--- config.mk ---
export PLATFORM = sky130hd
export DESIGN_NAME = power_result_control_regs
export DESIGN_NICKNAME = d
export VERILOG_FILES = /design/src/design/power_result_pkg.sv /design/src/design/pin_ctrl_if.sv /design/src/design/power_result_control_regs.sv /design/src/design/result_word_hold.sv /design/src/design/pin_drive.sv
export VERILOG_INCLUDE_DIRS = /design/src /design/src/design
export SDC_FILE = /design/constraint.sdc
export NUM_CORES = 1
export LEC_CHECK = 0
export BUFFER_PORTS_ARGS = -buffer_cell sky130_fd_sc_hd__buf_2
export CAP_MARGIN = 20
export CORE_ASPECT_RATIO = 1.1
export CORE_UTILIZATION = 55
export DETAILED_ROUTE_END_ITERATION = 10
export MAX_ROUTING_LAYER = met4
export PLACE_DENSITY = 0.82
export SETUP_SLACK_MARGIN = 0.15
export SLEW_MARGIN = 20
export SYNTH_ARGS = -nofsm -noshare
export SYNTH_HDL_FRONTEND = slang
export SYNTH_SLANG_ARGS = --single-unit
--- constraint.sdc ---
create_clock -name clk -period 18.35 [get_ports clk]
set_input_delay 3.67 -clock clk [delete_from_list [all_inputs] [get_ports clk]]
set_output_delay 3.67 -clock clk [all_outputs]
set_load 0.02 [all_outputs]
--- src/design/power_result_map.svh ---
// offsets, field positions, reset values and timing counts of the result/control bank
// assumes: 5-bit register address, 24-bit register words, page 0 holds this bank
`ifndef POWER_RESULT_MAP_SVH
`define POWER_RESULT_MAP_SVH

// ==========================================================
// register offsets
`define ADDR_W                    5
`define ADDR_IDENTITY_Q           5'h18
`define ADDR_POWER_FACTOR         5'h19
`define ADDR_APPARENT_POWER       5'h1b
`define ADDR_DEVICE_CONTROL       5'h1c
`define ADDR_HARMONIC_P           5'h1d
`define ADDR_FUNDAMENTAL_P        5'h1e
`define ADDR_FUNDAMENTAL_Q        5'h1f
`define ADDR_PAGE_SELECT          5'h1f

// ==========================================================
// widths and reset values
`define WORD_W                    24
`define PAGE_W                    7
`define PAGE_ZERO                 7'h00
`define CTRL_RESET                24'h00_0000
`define WORD_ZERO                 24'h00_0000

// ==========================================================
// control register fields
`define CTRL_BOOT_STOP_BIT        8
`define CTRL_INT_OPEN_DRAIN_BIT   4
`define CTRL_CPU_CLK_DISABLE_BIT  2
`define CTRL_OSC_DISABLE_BIT      1
`define CTRL_WRITE_MASK           24'h00_0116

// ==========================================================
// result slots held in the bank
`define RESULT_COUNT              6
`define IDX_IDENTITY_Q            0
`define IDX_POWER_FACTOR          1
`define IDX_APPARENT_POWER        2
`define IDX_HARMONIC_P            3
`define IDX_FUNDAMENTAL_P         4
`define IDX_FUNDAMENTAL_Q         5

// ==========================================================
// processor clock output divider
`define CPU_CLK_HALF_CYCLES       4'h2
`define CPU_CLK_CNT_W             4

`endif

--- src/design/power_result_pkg.sv ---
// types of the result/control bank
// assumes: power_result_map.svh supplies the widths
`include "power_result_map.svh"

package power_result_pkg;

  typedef logic [`WORD_W-1:0] word_t;
  typedef logic [`PAGE_W-1:0] page_t;

  // state of the register bank
  typedef struct packed {
    page_t page;
    word_t ctrl;
    word_t rdata;
    logic  rd_hit;
  } bank_state_t;

  // state of one held result word
  typedef struct packed {
    word_t value;
  } hold_state_t;

  // state of the pin driver
  typedef struct packed {
    logic [`CPU_CLK_CNT_W-1:0] count;
    logic                      cpu_clk;
    logic                      int_out;
    logic                      int_oe_n;
  } pin_state_t;

endpackage

--- src/design/pin_ctrl_if.sv ---
// control levels from the register bank to the pin driver
// assumes: one clock domain, both select levels registered in the bank, int_request passed straight through
`timescale 1ns/10ps
`default_nettype none

interface pin_ctrl_if;
  logic open_drain_select;
  logic processor_clock_disable;
  logic int_request;

  modport bank   (output open_drain_select, output processor_clock_disable, output int_request);
  modport driver (input open_drain_select, input processor_clock_disable, input int_request);
endinterface

`default_nettype wire

--- src/design/power_result_control_regs.sv ---
// page-0 result and control register bank of the power measurement core
// assumes: host port decoded from the serial port on clk; results strobed by
// the datapath on clk; a read answers one cycle after the request
`include "power_result_map.svh"
`timescale 1ns/10ps
`default_nettype none

module power_result_control_regs
  import power_result_pkg::*;
(
  // clock and reset
  input  wire logic              clk,
  input  wire logic              reset,
  // host register port
  input  wire logic              host_wr_en,
  input  wire logic              host_rd_en,
  input  wire logic [`ADDR_W-1:0] host_addr,
  input  wire word_t             host_wdata,
  output word_t                  host_rdata,
  output logic                   host_rd_hit,
  // datapath results
  input  wire logic              result_update,
  input  wire word_t             identity_reactive_power,
  input  wire word_t             power_factor,
  input  wire word_t             apparent_power,
  input  wire word_t             harmonic_active_power,
  input  wire word_t             fundamental_active_power,
  input  wire word_t             fundamental_reactive_power,
  // control outputs
  output page_t                  page_select,
  output logic                   boot_stop,
  output logic                   oscillator_disable,
  // interrupt and clock pins
  input  wire logic              int_request,
  output logic                   int_pin_out,
  output logic                   int_pin_oe_n,
  output logic                   processor_clock_output
);

  // ==========================================================
  // declarations
  bank_state_t st_reg;
  bank_state_t st_next;
  word_t       result_in   [`RESULT_COUNT];
  word_t       result_held [`RESULT_COUNT];
  logic        on_page_zero;
  logic        write_page;
  logic        write_ctrl;
  pin_ctrl_if  pin_ctl ();

  // ==========================================================
  // result holding
  // results are held so that a slow serial read sees one
  // consistent word even while the datapath keeps running
  assign result_in[`IDX_IDENTITY_Q]     = identity_reactive_power;
  assign result_in[`IDX_POWER_FACTOR]   = power_factor;
  assign result_in[`IDX_APPARENT_POWER] = apparent_power;
  assign result_in[`IDX_HARMONIC_P]     = harmonic_active_power;
  assign result_in[`IDX_FUNDAMENTAL_P]  = fundamental_active_power;
  assign result_in[`IDX_FUNDAMENTAL_Q]  = fundamental_reactive_power;

  genvar gi;
  generate
    for (gi = 0; gi < `RESULT_COUNT; gi++)
    begin : g_hold
      // only the datapath loads a result; host writes never reach here
      result_word_hold u_hold (
        .clk   (clk),
        .reset (reset),
        .load  (result_update),
        .d     (result_in[gi]),
        .q     (result_held[gi])
      );
    end
  endgenerate

  // ==========================================================
  // address decode
  // the page register sits at the same address on every page, so a
  // host that strayed to another page can always get back
  assign on_page_zero = (st_reg.page == `PAGE_ZERO);
  assign write_page   = host_wr_en && (host_addr == `ADDR_PAGE_SELECT);
  assign write_ctrl   = host_wr_en && on_page_zero && (host_addr == `ADDR_DEVICE_CONTROL);

  // ==========================================================
  // bank next state
  always_comb
  begin
    st_next        = st_reg;
    st_next.rd_hit = 1'b0;
    // writes: page register wins address 31, result addresses are ignored
    if (write_page)
    begin
      st_next.page = host_wdata[`PAGE_W-1:0];
    end
    else if (write_ctrl)
    begin
      // undefined bits are forced to zero so they read back as zero
      st_next.ctrl = host_wdata & `CTRL_WRITE_MASK;
    end
    // reads: registered answer one cycle after the request
    if (host_rd_en)
    begin
      st_next.rdata = `WORD_ZERO;
      if (on_page_zero)
      begin
        unique case (host_addr)
          `ADDR_IDENTITY_Q:
          begin
            st_next.rdata  = result_held[`IDX_IDENTITY_Q];
            st_next.rd_hit = 1'b1;
          end
          `ADDR_POWER_FACTOR:
          begin
            st_next.rdata  = result_held[`IDX_POWER_FACTOR];
            st_next.rd_hit = 1'b1;
          end
          `ADDR_APPARENT_POWER:
          begin
            st_next.rdata  = result_held[`IDX_APPARENT_POWER];
            st_next.rd_hit = 1'b1;
          end
          `ADDR_DEVICE_CONTROL:
          begin
            st_next.rdata  = st_reg.ctrl;
            st_next.rd_hit = 1'b1;
          end
          `ADDR_HARMONIC_P:
          begin
            st_next.rdata  = result_held[`IDX_HARMONIC_P];
            st_next.rd_hit = 1'b1;
          end
          `ADDR_FUNDAMENTAL_P:
          begin
            st_next.rdata  = result_held[`IDX_FUNDAMENTAL_P];
            st_next.rd_hit = 1'b1;
          end
          `ADDR_FUNDAMENTAL_Q:
          begin
            // reads of 31 see the result, never the write-only page
            st_next.rdata  = result_held[`IDX_FUNDAMENTAL_Q];
            st_next.rd_hit = 1'b1;
          end
          default:
          begin
            // address 26 and the lower bank are not served here
            st_next.rdata  = `WORD_ZERO;
            st_next.rd_hit = 1'b0;
          end
        endcase
      end
    end
  end

  // ==========================================================
  // bank registers
  always_ff @(posedge clk or posedge reset)
  begin
    if (reset)
    begin
      st_reg.page   <= `PAGE_ZERO;
      st_reg.ctrl   <= `CTRL_RESET;
      st_reg.rdata  <= `WORD_ZERO;
      st_reg.rd_hit <= 1'b0;
    end
    else
    begin
      st_reg <= st_next;
    end
  end

  // ==========================================================
  // outputs
  assign host_rdata         = st_reg.rdata;
  assign host_rd_hit        = st_reg.rd_hit;
  assign page_select        = st_reg.page;
  assign boot_stop          = st_reg.ctrl[`CTRL_BOOT_STOP_BIT];
  assign oscillator_disable = st_reg.ctrl[`CTRL_OSC_DISABLE_BIT];

  // pin control levels
  assign pin_ctl.open_drain_select       = st_reg.ctrl[`CTRL_INT_OPEN_DRAIN_BIT];
  assign pin_ctl.processor_clock_disable = st_reg.ctrl[`CTRL_CPU_CLK_DISABLE_BIT];
  assign pin_ctl.int_request             = int_request;

  pin_drive u_pins (
    .clk                    (clk),
    .reset                  (reset),
    .ctl                    (pin_ctl.driver),
    .int_pin_out            (int_pin_out),
    .int_pin_oe_n           (int_pin_oe_n),
    .processor_clock_output (processor_clock_output)
  );
endmodule // power_result_control_regs

`default_nettype wire

--- src/design/result_word_hold.sv ---
// one held result word, reloaded when the datapath strobes a new result
// assumes: load is a one-cycle pulse on clk
`timescale 1ns/10ps
`default_nettype none

module result_word_hold
  import power_result_pkg::*;
(
  // clock and reset
  input  wire logic clk,
  input  wire logic reset,
  // datapath side
  input  wire logic load,
  input  wire word_t d,
  // bank side
  output word_t     q
);

  hold_state_t st_reg;
  hold_state_t st_next;

  // ==========================================================
  // hold logic: only the datapath ever changes the word
  always_comb
  begin
    st_next = st_reg;
    if (load)
    begin
      st_next.value = d;
    end
  end

  always_ff @(posedge clk or posedge reset)
  begin
    if (reset)
      st_reg <= '0;
    else
      st_reg <= st_next;
  end

  assign q = st_reg.value;
endmodule // result_word_hold

`default_nettype wire

--- src/design/pin_drive.sv ---
// interrupt pin driver and processor clock output divider
// assumes: int_request is active high from same-clock logic; pin is active low
`include "power_result_map.svh"
`timescale 1ns/10ps
`default_nettype none

module pin_drive
  import power_result_pkg::*;
(
  // clock and reset
  input  wire logic  clk,
  input  wire logic  reset,
  // control from the bank
  pin_ctrl_if.driver ctl,
  // pins
  output logic       int_pin_out,
  output logic       int_pin_oe_n,
  output logic       processor_clock_output
);

  pin_state_t st_reg;
  pin_state_t st_next;

  // ==========================================================
  // pin logic; oe_n low means the pin is driven
  always_comb
  begin
    st_next = st_reg;
    if (ctl.open_drain_select)
    begin
      // open drain: only ever pull low, release otherwise
      st_next.int_out  = 1'b0;
      st_next.int_oe_n = ~ctl.int_request;
    end
    else
    begin
      st_next.int_out  = ~ctl.int_request;
      st_next.int_oe_n = 1'b0;
    end
    // divider stops and parks low so the pin draws no switching power
    if (ctl.processor_clock_disable)
    begin
      st_next.count   = '0;
      st_next.cpu_clk = 1'b0;
    end
    else if (st_reg.count == `CPU_CLK_HALF_CYCLES - 4'h1)
    begin
      st_next.count   = '0;
      st_next.cpu_clk = ~st_reg.cpu_clk;
    end
    else
    begin
      st_next.count = st_reg.count + 4'h1;
    end
  end

  always_ff @(posedge clk or posedge reset)
  begin
    if (reset)
      st_reg <= '{count: '0, cpu_clk: 1'b0, int_out: 1'b1, int_oe_n: 1'b0};
    else
      st_reg <= st_next;
  end

  assign int_pin_out            = st_reg.int_out;
  assign int_pin_oe_n           = st_reg.int_oe_n;
  assign processor_clock_output = st_reg.cpu_clk;
endmodule // pin_drive

`default_nettype wire

==> results of run 1 <==
## critical path, cell delays in order
cell and delay, ns:
buf_2 0.72, nand4b_2 0.81, o32a_1 0.58, and3_1 0.18
a22oi_1 0.13
## final cells by class
cell class,count,area [um^2],share of cell area
tap,192,240.2,0.02461
timing repair buffer,202,1025,0.1050
sequential,187,4681,0.4796
clock inverter,13,142.6,0.01461
multi-input combinational,329,3109,0.3185
inverter,30,120.1,0.01231
clock buffer,19,442.9,0.04538
## per-layer routing
metal	up-vias	track usage
met3	34	0.06030
li1	2497	-
met2	193	0.4459
met4	0	0.1192
met5	-	-
met1	2730	0.3226
## path summary, 6_finish.rpt
check	start	endpoint
hold / removal	pin_ctl.open_drain_select$_DFFE_PP0P_	u_pins.int_pin_out$_DFF_PP1_
setup reg to reg	page_select[2]$_DFFE_PP0N_	host_rdata[4]$_DFFE_PP0P_
max in group asynchronous	reset	g_hold[0].u_hold.q[16]$_DFFE_PP0P_
min in group asynchronous	reset	page_select[2]$_DFFE_PP0N_
hold reg to reg	pin_ctl.open_drain_select$_DFFE_PP0P_	u_pins.int_pin_out$_DFF_PP1_
setup / recovery	host_addr[0]	host_rdata[2]$_DFFE_PP0P_
## power groups by stage
stage | combinational [W] | clock, W | sequential (W)
floorplan | 0.0000850 | 0 | 0.000487
global placement | 0.000124 | 0 | 0.000483
detailed placement | 0.000131 | 0 | 0.000488
CTS | 0.000132 | 0.000369 | 0.000480
global route | 0.000143 | 0.000388 | 0.000486
finish | 0.000131 | 0.000365 | 0.000480
## cells in the final DEF (no fill, tap or decap), types with 4 or more instances in the layout
cell type and count:
buf_2 198, nand2_1 7, clkbuf_16 17, o22ai_1 41
nor2_1 13, a221oi_1 18, a2111oi_0 4, mux2_4 4
inv_1 29, clkinvlp_4 5, mux2_2 147, nor3_1 8
dfrtp_1 186, mux2i_1 49
## cell families after synthesis
logic type | count (synthesis) | share of synthesized area
and+or+nand+nor | 51 | 0.03885
DFF | 187 | 0.5790
adders and majority gates | 2 | 0.003095
muxes | 202 | 0.2770
buffers and inverters | 65 | 0.03637
xor gates and xnor gates | 2 | 0.002167
AOI/OAI and AO/OA | 72 | 0.06346
## through the flow
step / area, um^2 / std cells / utilization / power (W)
2_1_floorplan: 8084 / 581 / - / 0.0005724
3_3_place_gp: 9175 / 940 / 0.6377 / 0.0006077
3_5_place_dp: 9175 / 940 / 0.6377 / 0.0006192
4_1_cts: 9761 / 972 / 0.6783 / 0.0009813
5_1_grt: 9761 / 972 / 0.6783 / 0.001017
6_report: 9761 / 972 / 0.6783 / 0.0009760
==> run_results.csv, run 1 <==
group,metric,value,unit
die,die-area,15190,um^2
sta,period_minus_slack,5.783,ns
global_route,grt_pass1_wl,30.13,mm
logic_synthesis,yosysSeqAreaShare,0.5790,
clocking,ctsHoldBuffers,0,
placement,place_congestion,0.7920,
routing,wl_met1,7.716,mm
layout,diodes,0,
critical_path,critical_path_class,"in2reg",
logic_synthesis,synthArstFlopShare,1.000,
logic_synthesis,synth_top_cell_by_area,"dfrtp_1",
sta,finClkSkew,0.008192,ns
layout,largest_register_ffs,144,
power_and_ir_drop,p_sw_frac,0.2541,
clocking,h-tree-depth,4,
placement,preCtsSetupSlack,12.16,ns
logic_synthesis,syn_area,8084,um^2
routing,route.met3.wl,946,um
clocking,postCtsSetupRepairBufs,0,
sta,setup_viol,0,
sta,max_freq,0.1729,GHz
power_and_ir_drop,p_leak,4.544,nW
placement,io_buffers,199,
die,fp.dieH,129.2,um
sta,rsz0062_at_grt,"no",
global_route,overflow,0,
sta,setup_ws,12.57,ns
critical_path,worst-path-max-fanout,30,
die,die_x,117.6,um
worst_hold_path,holdPathStages,1,
clocking,cts-root-buf,"clkbuf_16",
logic_synthesis,synth.most_common_cell,"dfrtp_1",
sta,slew_viol_final,0,
die,fp-row-count,46,
routing,drtPass1Iterations,5,
power_and_ir_drop,power_switching,0.0002480,W
sta,period_share,0.3151,
clocking,cts_sinks,187,
routing,dr_wl_met2,10.10,mm
outcome,status,"complete, no violations",
sta,finalSetupTns,0,ns
power_and_ir_drop,clkPwrFrac,0.374,
logic_synthesis,ys_ff_latch,187,
critical_path,rr_worst_depth,4,
critical_path,startpoint_type,"input pin",
routing,topRoutingLayerUsed,"met4",
logic_synthesis,yosysWarnings,0,
sta,slew_headroom,0.2995,
sta,tightest_slew,1.051,ns
critical_path,required,18.68,ns
clocking,numCtsBuffers,17,
routing,first_iter_violations,248,
layout,area_delta_synth_final,20.74,%
routing,vias,5454,
critical_path,r2r_slack,16.36,ns
die,ioPinCount,216,
logic_synthesis,synth_cells,581,
routing,via_per_inst,5.611,
routing,routedWlPerCell,19.77,um
layout,fin_nets,948,
global_route,antenna_found_initial,0,
logic_synthesis,synth_top_area_frac,0.5758,
layout,drive_gt1_frac,0.5051,
clocking,cts_resized,0,
power_and_ir_drop,ir_drop,0.05953,mV
clocking,cts_tree,"yes",
critical_path,arrival,6.12,ns
logic_synthesis,avgSynthCellArea,13.91,um^2
power_and_ir_drop,pwr-share-seq,0.492,
clocking,clkLatencyLatePin,0.43,ns
logic_synthesis,synth_edf_count,0,
sta,hold_viol_final,0,
worst_hold_path,holdCritPathClass,"reg2reg",
logic_synthesis,netlist_top_cells_area,"dfrtp_1 (58%), mux2_2 (20%), mux2i_1 (6.1%)",
global_route,grt_max_degree,112,
routing,wl,19.22,mm
global_route,grt_use_total,0.2707,
die,coreArea,14390,um^2
layout,fill_cells,1056,
critical_path,end_kind,"flip-flop",
die,initial_core_util,0.5618,
power_and_ir_drop,intPower,0.0007280,W
routing,drc,0,
logic_synthesis,yosys.cell_types.count,43,
logic_synthesis,ys_top_cells_by_count,"dfrtp_1 (186), mux2_2 (147), mux2i_1 (49)",
clocking,cts_buffer_depth,2,
sta,hold_slack,0.4631,ns
global_route,grt_pass1_vias,5789,
power_and_ir_drop,pwr-share-comb,0.134,
clocking,clk_pin_slew,0.07,ns
placement,hpwlAfterDp,13.01,mm
routing,ant_nets,0,
logic_synthesis,synthFlopType,"dfrtp_1",
logic_synthesis,synthesis.nets,762,
power_and_ir_drop,p_per_area,99.99,nW/um^2
run,maxCapViolations,0,
(Power assumes the default switching activity.)
==> inputs of run 2 (changes only) <==
CORE_UTILIZATION = 53   (was 55)
PLACE_DENSITY = 0.79   (was 0.82)
clock period = 5.85 ns   (was 18.35 ns; I/O delays follow)
==> run_results.csv, run 2 (same netlist as run 1, synthesis figures left out) <==
group,metric,value,unit
clocking,cts-root-buf,"clkbuf_16",
layout,layout.cells.non_filler,974,
clocking,cts_tree,"yes",
die,fp.dieH,131.5,um
clocking,ctsHoldBuffers,0,
die,initial_core_util,0.5508,
power_and_ir_drop,ir_drop,0.1973,mV
critical_path,critical_path_class,"in2reg",
clocking,cts_buffer_depth,2,
layout,largest_register_ffs,144,
critical_path,endpoint,"host_rdata[2]$_DFFE_PP0P_",
worst_hold_path,holdCritPathClass,"reg2reg",
critical_path,startpoint,"host_addr[0]",
sta,period_minus_slack,3.271,ns
global_route,grt_pass1_vias,5907,
critical_path,rr_startpoint,"page_select[2]$_DFFE_PP0N_",
layout,final_common_cell,"buf_2",
layout,drive_gt1_frac,0.5051,
power_and_ir_drop,p_leak,4.550,nW
critical_path,slowest_delay,0.83,ns
sta,period_share,0.5591,
global_route,overflow,0,
clocking,clkLatencyLatePin,0.43,ns
sta,setup_viol,0,
sta,finalSetupTns,0,ns
global_route,antenna_found_initial,2,
routing,vias,5464,
global_route,grt_max_degree,188,
clocking,postCtsSetupRepairBufs,0,
critical_path,r2r_slack,3.89,ns
run,maxCapViolations,0,
outcome,status,"complete, no violations",
die,die-area,15750,um^2
die,die_x,119.8,um
clocking,h-tree-depth,4,
die,coreArea,14680,um^2
power_and_ir_drop,p_per_area,307.5,nW/um^2
placement,io_buffers,199,
critical_path,startpoint_type,"input pin",
critical_path,rr_worst_depth,4,
global_route,grt_use_total,0.2609,
routing,ant_nets,0,
routing,drc,0,
sta,slew_headroom,0.2890,
global_route,grt_pass1_wl,30.36,mm
placement,place_congestion,0.7991,
critical_path,r2r-end,"host_rdata[9]$_DFFE_PP0P_",
critical_path,crit_chain,"buf_2 > nand4b_2 > o32a_1 > and3_1 > a22oi_1",
placement,hpwlAfterDp,13.10,mm
sta,hold_viol_final,0,
sta,finClkSkew,0.007391,ns
die,ioPinCount,216,
sta,slew_viol_final,0,
clocking,numCtsBuffers,17,
clocking,clk_pin_slew,0.07,ns
layout,final_cell_mix,"buf_2 (198), dfrtp_1 (186), mux2_2 (147)",
worst_hold_path,hp-start,"pin_ctl.open_drain_select$_DFFE_PP0P_",
layout,fin_nets,948,
sta,tightest_slew,1.067,ns
routing,drtPass1Iterations,4,
critical_path,end_kind,"flip-flop",
critical_path,cpMaxStageDelayCell,"nand4b_2",
clocking,cts_sinks,187,
routing,routedWlPerCell,19.64,um
die,fp-row-count,46,
routing,first_iter_violations,346,
critical_path,required,6.18,ns
layout,area_delta_synth_final,20.60,%
routing,wl,19.13,mm
sta,max_freq,0.3058,GHz
placement,dpl.cell_count,940,
routing,via_per_inst,5.610,
sta,rsz0062_at_grt,"no",
critical_path,arrival,3.60,ns
clocking,cts_resized,0,
critical_path,worst-path-max-fanout,30,
## run 2: changes by cell type in the layout (fill, tap and decap cells not counted)
cell,before,now
clkbuf_8,1,5
clkinvlp_4,5,2
bufinv_16,2,0
clkinv_2,2,4
diode_2,0,2
buf_12,0,1
buf_4,3,2
clkinv_4,2,3
inv_6,2,1
inv_8,1,0
## run 2: power breakdown
group / internal (W) / leakage, nW / switching, W
Combinational: 0.000215 / 2.01 / 0.000197
Sequential: 0.00143 / 2.26 / 0.0000804
Clock: 0.000601 / 0.279 / 0.000478
Total: 0.00224 / 4.55 / 0.000755
## run 2: metal layers
layer  wire length, um  vias up  GRT usage  part of all wire
li1                  -     2493          -                 -
met1              7637     2730     0.3060              0.40
met2             10010      205     0.4338              0.52
met3              1055       36    0.05729             0.055
met4               425        0     0.1056             0.022
met5                 0        -          -                 0
## run 2: critical path: cells and delay by family
kind,cells,cell delay (ns)
and+or+nand+nor,2,1.01
buffers and inverters,1,0.70
AOI/OAI and AO/OA,2,0.70
## run 2: cell type report
type / count / area (um^2)
tap: 192 / 240.2
antenna: 2 / 5.005
timing repair buffer: 202 / 1037
fill: 1109 / 4927
sequential: 187 / 4681
clock inverter: 9 / 62.56
multi-input combinational: 329 / 3109
inverter: 30 / 116.4
clock buffer: 23 / 498.0
## run 2: per-stage QoR
step | setup WS, ns | hold slack, ns | utilization | total power, W | cell area [um^2]
after floorplan | 2.274 | 0.4002 | - | 0.001796 | 8088
after global placement | 2.195 | 0.4502 | 0.6257 | 0.001908 | 9184
after detailed placement | 2.188 | 0.4664 | 0.6257 | 0.001945 | 9184
after CTS | 2.632 | 0.4723 | 0.6639 | 0.003026 | 9744
after global routing | 2.534 | 0.5061 | 0.6643 | 0.003132 | 9749
final | 2.579 | 0.4685 | 0.6643 | 0.002998 | 9749
## run 2: how the worst min path moves through the flow
stage | endpoint | slack, ns | cells after the start
after CTS | u_pins.int_pin_out$_DFF_PP1_ | 0.47 | 1
after floorplan | u_pins.int_pin_out$_DFF_PP1_ | 0.40 | 1
after detailed placement | u_pins.int_pin_out$_DFF_PP1_ | 0.47 | 1
after global routing | u_pins.int_pin_out$_DFF_PP1_ | 0.51 | 1
after global placement | u_pins.int_pin_out$_DFF_PP1_ | 0.45 | 1
final | u_pins.int_pin_out$_DFF_PP1_ | 0.47 | 1
